### config.mk
export PLATFORM = sky130hd
export DESIGN_NAME = upef_top
export DESIGN_NICKNAME = d
export VERILOG_FILES = /design/src/design/upef_pkg.sv /design/src/design/upef_top.sv
export SDC_FILE = /design/constraint.sdc
export NUM_CORES = 1
export LEC_CHECK = 0
export ABC_CLOCK_PERIOD_IN_PS = 2810
export CORE_MARGIN = 2
export CORE_UTILIZATION = 45
export DETAILED_ROUTE_END_ITERATION = 10
export DONT_BUFFER_PORTS = 1
export GPL_ROUTABILITY_DRIVEN = 0
export SLEW_MARGIN = 20
export SYNTH_ARGS = -nofsm -noshare
export SYNTH_HDL_FRONTEND = slang
export SYNTH_SLANG_ARGS = --single-unit
### constraint.sdc
create_clock -name ref_clk -period 2.81 [get_ports ref_clk]
set_input_delay 0.562 -clock ref_clk [delete_from_list [all_inputs] [get_ports ref_clk]]
set_output_delay 0.562 -clock ref_clk [all_outputs]
set_load 0.01 [all_outputs]
### src/design/upef_pkg.sv
// package: register map, field positions and timing for the usb power/event block
package upef_pkg;
  // register byte offsets
  localparam logic [7:0] UPEF_OFS_PWR   = 8'h00;
  localparam logic [7:0] UPEF_OFS_FLAGS = 8'h04;
  localparam logic [7:0] UPEF_OFS_ENAB  = 8'h08;
  localparam logic [7:0] UPEF_OFS_ERREN = 8'h0C;
  localparam logic [7:0] UPEF_OFS_MODE  = 8'h10;
  localparam logic [7:0] UPEF_OFS_STAT  = 8'h14;
  // power control fields
  localparam int UPEF_PWR_ON    = 0;
  localparam int UPEF_PWR_SUSP  = 1;
  localparam int UPEF_PWR_BUSY  = 3;
  localparam int UPEF_PWR_GUARD = 4;
  localparam int UPEF_PWR_ACT   = 7;
  // event flag positions
  localparam int UPEF_EV_RST    = 0;
  localparam int UPEF_EV_ERR    = 1;
  localparam int UPEF_EV_SOF    = 2;
  localparam int UPEF_EV_TOK    = 3;
  localparam int UPEF_EV_IDLE   = 4;
  localparam int UPEF_EV_RESUME = 5;
  localparam int UPEF_EV_ATTACH = 6;
  localparam int UPEF_EV_STALL  = 7;
  localparam int UPEF_MODE_HOST = 0;
  localparam logic [7:0]  UPEF_PWR_WMASK = 8'h13;
  localparam logic [7:0]  UPEF_ZERO8     = 8'h00;
  localparam logic [31:0] UPEF_ZERO32    = 32'h0000_0000;
  localparam logic [1:0]  UPEF_HTRANS_NS = 2'h2;
  localparam logic [2:0]  UPEF_HSIZE_W   = 3'h2;
  // timing
  localparam int UPEF_CLK_MHZ    = 50;
  localparam int UPEF_QUIET_NS   = 2500;
  localparam int UPEF_QUIET_CYC  = (UPEF_QUIET_NS * UPEF_CLK_MHZ + 999) / 1000;
  localparam int UPEF_IDLE_MS    = 3;
  localparam int UPEF_IDLE_CYC   = UPEF_IDLE_MS * UPEF_CLK_MHZ * 1000;
  localparam int UPEF_BUSY_CYC   = 4;
  // bus line states seen from the transceiver
  typedef struct packed {
    logic kstate;
    logic se0;
    logic jidle;
    logic active;
  } upef_line_t;
  // engine events, single-cycle pulses
  typedef struct packed {
    logic stall_hs;
    logic sof_tok;
    logic sof_thr;
    logic tok_done;
    logic bus_reset;
    logic detach;
    logic [7:0] err;
  } upef_evt_t;
endpackage

### src/design/upef_top.sv
// usb power control and top-level event flags behind an ahb-lite slave
`timescale 1ns/1ps
module upef_top
  import upef_pkg::*;
#(
  parameter int IDLE_CYCLES = UPEF_IDLE_CYC
) (
  input  wire logic        ref_clk,
  input  wire logic        nrst,
  input  wire logic        hsel,
  input  wire logic [31:0] haddr,
  input  wire logic [1:0]  htrans,
  input  wire logic        hwrite,
  input  wire logic [2:0]  hsize,
  input  wire logic [31:0] hwdata,
  input  wire logic        hready,
  output logic      [31:0] hrdata,
  output logic             hreadyout,
  output logic             hresp,
  input  wire logic [3:0]  line_pins,
  input  wire upef_evt_t   engine_evt,
  input  wire logic [7:0]  tok_status,
  output logic             usb_clk_en,
  output logic             phy_low_power,
  output logic             module_enable,
  output logic             sleep_block,
  output logic             module_interrupt_request,
  output logic             stat_fifo_pop
);
  localparam int QW = 8;
  localparam int IW = 24;
  localparam logic [QW-1:0] QUIET_LAST = QW'(UPEF_QUIET_CYC - 1);
  localparam logic [IW-1:0] IDLE_LAST  = IW'(IDLE_CYCLES - 1);
  localparam logic [QW-1:0] QONE = QW'(1);
  localparam logic [IW-1:0] IONE = IW'(1);
  localparam logic [2:0]    BUSY_LAST = 3'(UPEF_BUSY_CYC - 1);

  typedef enum logic [1:0] {UPEF_OFF, UPEF_WAKE, UPEF_ON, UPEF_DRAIN} upef_pst_t;

  // registers
  logic [7:0]  pwr_ctl_ff, flags_ff, enab_ff, erren_ff, stat_ff;
  logic        host_ff, act_pnd_ff, resp_ff;
  logic [7:0]  nxt_flags;
  upef_pst_t   pst_ff, nxt_pst;
  logic [2:0]  bcnt_ff;
  logic [QW-1:0] quiet_ff, kcnt_ff;
  logic [IW-1:0] icnt_ff;
  logic        ph_wr_ff, ph_rd_ff;
  logic [7:0]  ph_ofs_ff;
  logic [3:0]  s1_ff, s2_ff, s3_ff, line_ff;

  // line synchroniser, a change counts when stages two and three agree
  always_ff @(posedge ref_clk or negedge nrst) begin
    if (!nrst) begin
      s1_ff   <= 4'h0;
      s2_ff   <= 4'h0;
      s3_ff   <= 4'h0;
      line_ff <= 4'h0;
    end else begin
      s1_ff <= line_pins;
      s2_ff <= s1_ff;
      s3_ff <= s2_ff;
      line_ff <= (s2_ff == s3_ff) ? s3_ff : line_ff;
    end
  end
  upef_line_t ln;
  assign ln = upef_line_t'(line_ff);

  // address phase capture and decode
  wire        ap_take = hsel && hready && (htrans == UPEF_HTRANS_NS);
  wire        wr_pwr  = ph_wr_ff && (ph_ofs_ff == UPEF_OFS_PWR);
  wire        wr_flg  = ph_wr_ff && (ph_ofs_ff == UPEF_OFS_FLAGS);
  wire        wr_en   = ph_wr_ff && (ph_ofs_ff == UPEF_OFS_ENAB);
  wire        wr_een  = ph_wr_ff && (ph_ofs_ff == UPEF_OFS_ERREN);
  wire        wr_mode = ph_wr_ff && (ph_ofs_ff == UPEF_OFS_MODE);
  wire [7:0]  wdat    = hwdata[7:0];
  wire        pwr_on  = pwr_ctl_ff[UPEF_PWR_ON];
  wire        susp    = pwr_ctl_ff[UPEF_PWR_SUSP];
  wire        run     = pwr_on && (pst_ff == UPEF_ON);
  always_ff @(posedge ref_clk or negedge nrst) begin
    if (!nrst) begin
      ph_wr_ff  <= 1'b0;
      ph_rd_ff  <= 1'b0;
      ph_ofs_ff <= UPEF_ZERO8;
    end else begin
      ph_wr_ff  <= ap_take && hwrite && (hsize == UPEF_HSIZE_W);
      ph_rd_ff  <= ap_take && !hwrite;
      ph_ofs_ff <= ap_take ? haddr[7:0] : ph_ofs_ff;
    end
  end

  // power sequencer: busy covers wake-up, on and drain-down
  always_comb begin
    nxt_pst = pst_ff;
    case (pst_ff)
      UPEF_OFF:   if (pwr_on) nxt_pst = UPEF_WAKE;
      UPEF_WAKE:  if (bcnt_ff == BUSY_LAST) nxt_pst = UPEF_ON;
      UPEF_ON:    if (!pwr_on) nxt_pst = UPEF_DRAIN;
      UPEF_DRAIN: if (bcnt_ff == BUSY_LAST) nxt_pst = UPEF_OFF;
      default:    nxt_pst = UPEF_OFF;
    endcase
  end
  wire busy = (pst_ff != UPEF_OFF);
  always_ff @(posedge ref_clk or negedge nrst) begin
    if (!nrst) begin
      pst_ff  <= UPEF_OFF;
      bcnt_ff <= 3'h0;
    end else begin
      pst_ff  <= nxt_pst;
      bcnt_ff <= (nxt_pst != pst_ff) ? 3'h0 : bcnt_ff + 3'h1;
    end
  end

  // writable control registers; unimplemented bits never stored
  always_ff @(posedge ref_clk or negedge nrst) begin
    if (!nrst) begin
      pwr_ctl_ff <= UPEF_ZERO8;
      enab_ff    <= UPEF_ZERO8;
      erren_ff   <= UPEF_ZERO8;
      host_ff    <= 1'b0;
    end else begin
      if (wr_pwr) pwr_ctl_ff <= wdat & UPEF_PWR_WMASK;
      if (wr_en) enab_ff <= wdat;
      if (wr_een) erren_ff <= wdat;
      if (wr_mode) host_ff <= wdat[UPEF_MODE_HOST];
    end
  end

  // bus quiet, k-state and idle timers
  wire quiet_ok = (quiet_ff == QUIET_LAST);
  wire k_hit    = (kcnt_ff == QUIET_LAST - QONE);
  wire idle_hit = (icnt_ff == IDLE_LAST - IONE);
  always_ff @(posedge ref_clk or negedge nrst) begin
    if (!nrst) begin
      quiet_ff <= {QW{1'b0}};
      kcnt_ff  <= {QW{1'b0}};
      icnt_ff  <= {IW{1'b0}};
    end else begin
      quiet_ff <= (ln.active || !run) ? {QW{1'b0}} :
                  (quiet_ok ? quiet_ff : quiet_ff + QONE);
      kcnt_ff  <= (!ln.kstate || !pwr_on) ? {QW{1'b0}} :
                  (kcnt_ff == QUIET_LAST ? kcnt_ff : kcnt_ff + QONE);
      icnt_ff  <= (!ln.jidle || !run) ? {IW{1'b0}} :
                  (icnt_ff == IDLE_LAST ? icnt_ff : icnt_ff + IONE);
    end
  end

  // event sources, mode dependent
  logic [7:0] ev_set;
  logic       attach_ff;
  wire attach_now = host_ff && quiet_ok && !ln.se0 && ln.jidle;
  always_ff @(posedge ref_clk or negedge nrst) begin
    if (!nrst) attach_ff <= 1'b0;
    else attach_ff <= attach_now;
  end
  wire [7:0] err_seen = engine_evt.err & erren_ff;
  always_comb begin
    ev_set = UPEF_ZERO8;
    ev_set[UPEF_EV_STALL]  = engine_evt.stall_hs;
    ev_set[UPEF_EV_ATTACH] = attach_now && !attach_ff;
    ev_set[UPEF_EV_RESUME] = k_hit;
    ev_set[UPEF_EV_IDLE]   = idle_hit;
    ev_set[UPEF_EV_TOK]    = engine_evt.tok_done;
    ev_set[UPEF_EV_SOF]    = host_ff ? engine_evt.sof_thr
                                     : engine_evt.sof_tok;
    ev_set[UPEF_EV_ERR]    = |err_seen;
    ev_set[UPEF_EV_RST]    = host_ff ? engine_evt.detach
                                     : engine_evt.bus_reset;
    if (!run) ev_set = UPEF_ZERO8;
  end

  // flags: write one clears, except the error summary; a same-cycle set wins
  wire [7:0] clr_mask = wr_flg ? (wdat & ~(8'h01 << UPEF_EV_ERR)) : UPEF_ZERO8;
  assign nxt_flags = (flags_ff & ~clr_mask) | ev_set;
  wire [7:0] armed = nxt_flags & enab_ff;
  always_ff @(posedge ref_clk or negedge nrst) begin
    if (!nrst) begin
      flags_ff <= UPEF_ZERO8;
      stat_ff  <= UPEF_ZERO8;
      stat_fifo_pop <= 1'b0;
      module_interrupt_request <= 1'b0;
      act_pnd_ff <= 1'b0;
    end else begin
      flags_ff <= nxt_flags;
      stat_ff  <= ev_set[UPEF_EV_TOK] ? tok_status : stat_ff;
      stat_fifo_pop <= clr_mask[UPEF_EV_TOK] && flags_ff[UPEF_EV_TOK];
      module_interrupt_request <= |armed;
      act_pnd_ff <= run && ln.active && !(|armed);
    end
  end

  // power pins and sleep guard
  always_ff @(posedge ref_clk or negedge nrst) begin
    if (!nrst) begin
      usb_clk_en    <= 1'b0;
      phy_low_power <= 1'b1;
      module_enable <= 1'b0;
      sleep_block   <= 1'b0;
    end else begin
      usb_clk_en    <= pwr_on && !susp;
      phy_low_power <= !pwr_on || susp;
      module_enable <= run;
      sleep_block   <= pwr_ctl_ff[UPEF_PWR_GUARD] &&
                       (ln.active || act_pnd_ff || (|armed));
    end
  end

  // read mux; unmapped offsets read zero
  logic [7:0] rd_pwr;
  always_comb begin
    rd_pwr = pwr_ctl_ff;
    rd_pwr[UPEF_PWR_BUSY] = busy;
    rd_pwr[UPEF_PWR_ACT]  = act_pnd_ff;
  end
  wire [7:0] rd_sel =
    (ph_ofs_ff == UPEF_OFS_PWR)   ? rd_pwr   :
    (ph_ofs_ff == UPEF_OFS_FLAGS) ? flags_ff :
    (ph_ofs_ff == UPEF_OFS_ENAB)  ? enab_ff  :
    (ph_ofs_ff == UPEF_OFS_ERREN) ? erren_ff :
    (ph_ofs_ff == UPEF_OFS_MODE)  ? {7'h00, host_ff} :
    (ph_ofs_ff == UPEF_OFS_STAT)  ? stat_ff  : UPEF_ZERO8;
  assign hrdata    = ph_rd_ff ? {24'h00_0000, rd_sel} : UPEF_ZERO32;
  assign hreadyout = 1'b1;
  assign hresp     = 1'b0;
endmodule

# Word-level counts from Yosys, hierarchy flattened
# Index checks and enable logic that the tools add are counted.
totals:
  reg_bits: 115
  in_bits: 100
  out_inout_bits: 40
  wordCells: 119
op_classes:
  addsub: 4
  eq_ne: 21
  n_mux: 23
  bitwise: 5
  n_reduce_logical: 40
op_table:
  columns: ["cell", "n"]
  rows:
  - ["$mux 8", 13]
  - ["$eq 24x18->1 const B", 2]
  - ["$mux 24", 2]
  - ["$add 24x1->24 const B", 1]
  - ["$and 8x8->8", 3]
  - ["$eq 8x7->1 const B", 3]
  - ["$logic_and 1x1->1", 20]
  - ["$add 8x1->8 const B", 2]
  - ["$eq 8x4->1 const B", 2]
  - ["$eq 8x5->1 const B", 2]
  - ["$reduce_or 8->1", 2]
  - ["$logic_not 1->1", 9]
  - ["$eq 8x3->1 const B", 1]
  - ["$logic_not 8->1", 1]
  - ["$mux 2", 4]
  - ["$not 8->8", 1]
  - ["$or 8x8->8", 1]
  - ["$pmux 2 s4", 1]
  - ["$eq 2x2->1 const B", 3]
  - ["$eq 3x2->1 const B", 2]
  - ["$logic_or 1x1->1", 6]
  - ["$eq 4x4->1", 1]
  - ["$ne 2x2->1 const B", 2]
  - ["$add 3x1->3 const B", 1]
  - ["other kinds (7)", 8]

# Depth between registers and ports, before layout
logic_depth:
  ltp_word: 11
  depth_mapped: 8
  mapped_depth_nobuf: 8

# Least setup slack after synthesis
# No wires, ideal clock.
synth_path:
  path_type: "register -> output"
  from: "register ph_ofs_ff[7]"
  to: "output port hrdata[3]"
  arrival_ps: 1747
  required_time_ps: 2248
  path_slack_ps: 501
  stages_incl_launch_ff: 6
  n_path_buf: 0
  cell_sequence: "dfrtp_1 nor3_1 nand2_1 nor4_1 o21ai_0 a21boi_0"
synth_via:
  elab_chain_cells: 8
  elab_cells_between_ends: 13
  cone_classes: "eq/ne (5); mux (7); reduce/logical (1)"
synth_lines:
  columns: ["element", "line_no", "text"]
  rows:
  - ["start, declared", "upef_top.sv:49", "logic [7:0] ph_ofs_ff;"]
  - ["start signal, assigned", "upef_top.sv:88", "ph_ofs_ff <= ap_take ? haddr[7:0] : ph_ofs_ff;"]
  - ["$eq 8x5->1", "upef_top.sv:221", "(ph_ofs_ff == UPEF_OFS_STAT) ? stat_ff : UPEF_ZERO8;"]
  - ["$mux 8", "upef_top.sv:221", null]
  - ["$mux 8", "upef_top.sv:220", "(ph_ofs_ff == UPEF_OFS_MODE) ? {7'h00, host_ff} :"]
  - ["$mux 8", "upef_top.sv:219", "(ph_ofs_ff == UPEF_OFS_ERREN) ? erren_ff :"]
  - ["$mux 8", "upef_top.sv:218", "(ph_ofs_ff == UPEF_OFS_ENAB) ? enab_ff :"]
  - ["$mux 8", "upef_top.sv:217", "(ph_ofs_ff == UPEF_OFS_FLAGS) ? flags_ff :"]
  - ["$mux 8 (*)", "upef_top.sv:216", "(ph_ofs_ff == UPEF_OFS_PWR) ? rd_pwr :"]
  - ["$mux 8 (*)", "upef_top.sv:222", "assign hrdata = ph_rd_ff ? {24'h00_0000, rd_sel} : UPEF_ZERO32;"]
  - ["end, declared", "upef_top.sv:17", "output logic [31:0] hrdata,"]
# Every way passes the cells marked *; elsewhere a longest branch is shown, timed or not.

# Final worst setup path
layout_path:
  from: "register ph_ofs_ff[3]"
  to: "output port hrdata[1]"
# The elaborated chain is that of the path after synthesis.

==> results.ini <==
[die]
num_rows=40
die_area_um2=13200
die_h_um=115
start_util_pct=46.1
die_w_um=115
core-area_um2=12000
ios=140

[layout]
diodes=0
layout-drive-gt1-share_pct=18.3
final_area_um2=6270
area_growth_pct=13.2
nNetsFinal=637
stdcell_count=689

[placed_design]
dp_cells=657
hpwlAfterDp_mm=8.35
place.port_buffers=0
dpl-instance-area_um2=5670

[detailed_routing]
drt_iter0_drc=303
viasPerCell=5.54
dr.pass1.iters=4
vias=3820
routedWlPerCell_um=17.0
drcViolationCount=0
routed_wl_mm=11.7
ant_nets=0

[status]
status=finished, violations left
violations=negative hold slack

[pwr]
p_sw_share_pct=23.8
p_per_area_nw_per_um2=728
p_clk_share_pct=46.6
seq_power_share_pct=43.9
p_sw_uw=1090
peakVddDrop_uv=520
power_leakage_uw=0.00267
p_int_uw=3480
combinationalPowerShare_pct=9.6

[setup_path]
cp-startpoint=ph_ofs_ff[3]
cp_max_fo=9
critPathLaunchType=flop
critPathArrivalTime_ns=2.20
max_stage_delay_ns=0.48
critical_path_class=flop to output port
cpLargestDelayFamily=simple AND/OR/NAND/NOR gates
critPathBufInv=1
required_ns=2.25
cpMaxStageDelayCell=dfrtp_1
r2r-start=ph_ofs_ff[3]
path_cells=nor4b_4, and2_2, a221oi_1, a21boi_0, buf_4
worstSetupEndpointType=output port

[synthesis]
avgSynthCellArea_um2=10.8
yosysTopAreaCell=dfrtp_1
synth_flop_cell=dfrtp_1
synth_seq_cells=115
syn_inst=511
yosysSeqAreaShare_pct=52.0
netlist_area_um2=5540
synth.area.top_cells=dfrtp_1 52%, mux2_2 8.5%, buf_4 3.5%
synth.top_cell.area_share_pct=51.5
yosysWarnings=0
synth-edff-count=0
synthArstFlopShare_pct=100
synth.distinct_cells=57

[global_routing]
grt_max_degree=116
grt_pass1_wl_mm=19.1
antenna_found_initial=0
grtUsageMet1_pct=24.4
grt.met3_usage_pct=5.59
busiest_layer=met2
grtUsageMet2_pct=30.5
grt_pass1_vias=3865
grtUsageTotal_pct=18.9
overflow=0

[cts]
cts_tree=done
cts-root-buf=clkbuf_16
insertion_delay_ns=0.41
post_cts_buffers=0
cts.path.max_buffers=2
numCtsBuffers=17
cts.htree.levels=4
clock-sinks=115
clk_pin_slew_ns=0.05

[timing]
min_period_ns=2.76
holdWs_ns=-0.154
hold_viol=114
clock.fmax_mhz=362
finalCritPeriodShare_pct=98.2
rsz0062_at_grt=yes
worst_slew_pin_slew_ns=0.843
slew_headroom_pct=43.3
finalSetupViolations=0
slew_violations=0
clock_skew_ns=0.00554
fin_tns_setup_ns=0

[worst_hold_path]
min_path_type=primary input to asynchronous set/reset pin

[flow_run]
drv_cap=0

## placed cells by master, fill, tap and decap left out, types with 17 or more instances in the layout
master	count
o21ai_0	19
nand2_1	34
dfrtp_1	113
nand3_1	21
conb_1	26
xor2_1	17
mux2_2	42
clkbuf_16	17
a21oi_1	17
nor2_1	47
## metrics by stage
step,util (%),worst slack (ns),total power [µW],hold slack [ns]
2_1_floorplan,-,0.501,2370,0.266
3_3_place_gp,47.2,0.365,2440,0.269
3_5_place_dp,47.2,0.355,2470,0.271
4_1_cts,52.1,0.0000717,4600,-0.166
5_1_grt,52.2,-0.0346,4770,-0.169
6_report,52.2,0.0502,4570,-0.154
## synthesized netlist by cell type (2+ instances only)
master	count
dfrtp_1	114
nor2_1	47
mux2_2	42
nand2_1	34
buf_4	26
nand3_1	21
o21ai_0	19
a21oi_1	17
xor2_1	17
inv_1	14
clkbuf_1	12
nand4_1	12
xnor2_1	11
and3_1	10
nor3_1	9
ha_1	8
or3_1	8
and4_1	6
nand2b_1	6
nand4b_1	6
a21boi_0	5
a22oi_1	5
a31oi_1	5
mux2i_1	5
nor4_1	4
a221oi_1	3
a222oi_1	3
a22o_1	3
nor2b_1	3
nor4b_1	3
a211oi_1	2
a21o_1	2
and2_1	2
and3b_1	2
conb_1	2
o21bai_1	2
## repair_timing
action,CTS,global route
hold endpoints to repair,115,114
pin swaps,0,1
cloned,0,0
setup endpoints to repair,4,5
gates resized for setup,2,3
## final timing paths
path	cells after the start	endpoint	slack [ns]
min in group ref_clk	0	s1_ff[3]	0.18
worst max-delay path	5	hrdata[1]	0.05
worst min-delay path	0	icnt_ff[5]	-0.15
worst max register to register	6	sleep_block	0.39
worst min register to register	0	s2_ff[3]	0.35
max in group asynchronous	0	ph_ofs_ff[4]	2.75
## logic make-up (layout without fill, tap and decap cells)
logic type	count (synthesis)	after routing	share of synthesized area [%]
AO/OA/AOI/OAI	74	74	8.72
XOR/XNOR	28	28	4.43
adder cells (fa/ha/maj)	8	8	1.81
buffers and inverters	55	62	5.65
flip-flops	115	115	52.0
multiplexers	47	47	9.44
other	2	26	0.136
AND/OR/NAND/NOR	182	182	17.8
## routing by layer
metal | wire length [µm] | share of wire, %
met4 | 128 | 1.1
met5 | 0 | 0
met3 | 741 | 6.3
met2 | 5670 | 48
met1 | 5170 | 44
## flip-flops by register name (all words and copies together), names as in the netlist, 2 cells and up
register	cells
bcnt_ff	3
enab_ff	8
erren_ff	8
flags_ff	8
icnt_ff	24
kcnt_ff	8
line_ff	4
ph_ofs_ff	8
pst_ff	2
pwr_ctl_ff	3
quiet_ff	8
s1_ff	4
s2_ff	4
s3_ff	4
stat_ff	8
## layout make-up
type,instances,area (µm²)
fill,1063,5740
sequential,115,2880
multi-input combinational,365,2450
clock buffer,21,450
tap,147,184
clock inverter,11,135
timing repair buffer,16,120
inverter,14,52.6
## power groups by stage
| stage | registers, µW | logic (µW) | clock network [µW] |
|---|---|---|---|
| after global placement | 2020 | 421 | 0 |
| final | 2000 | 437 | 2130 |
| after CTS | 2000 | 440 | 2160 |
| after detailed placement | 2030 | 436 | 0 |
| after global routing | 2030 | 497 | 2240 |
| after floorplan | 1950 | 416 | 0 |
Note: power is estimated with default switching activity, not from simulation.
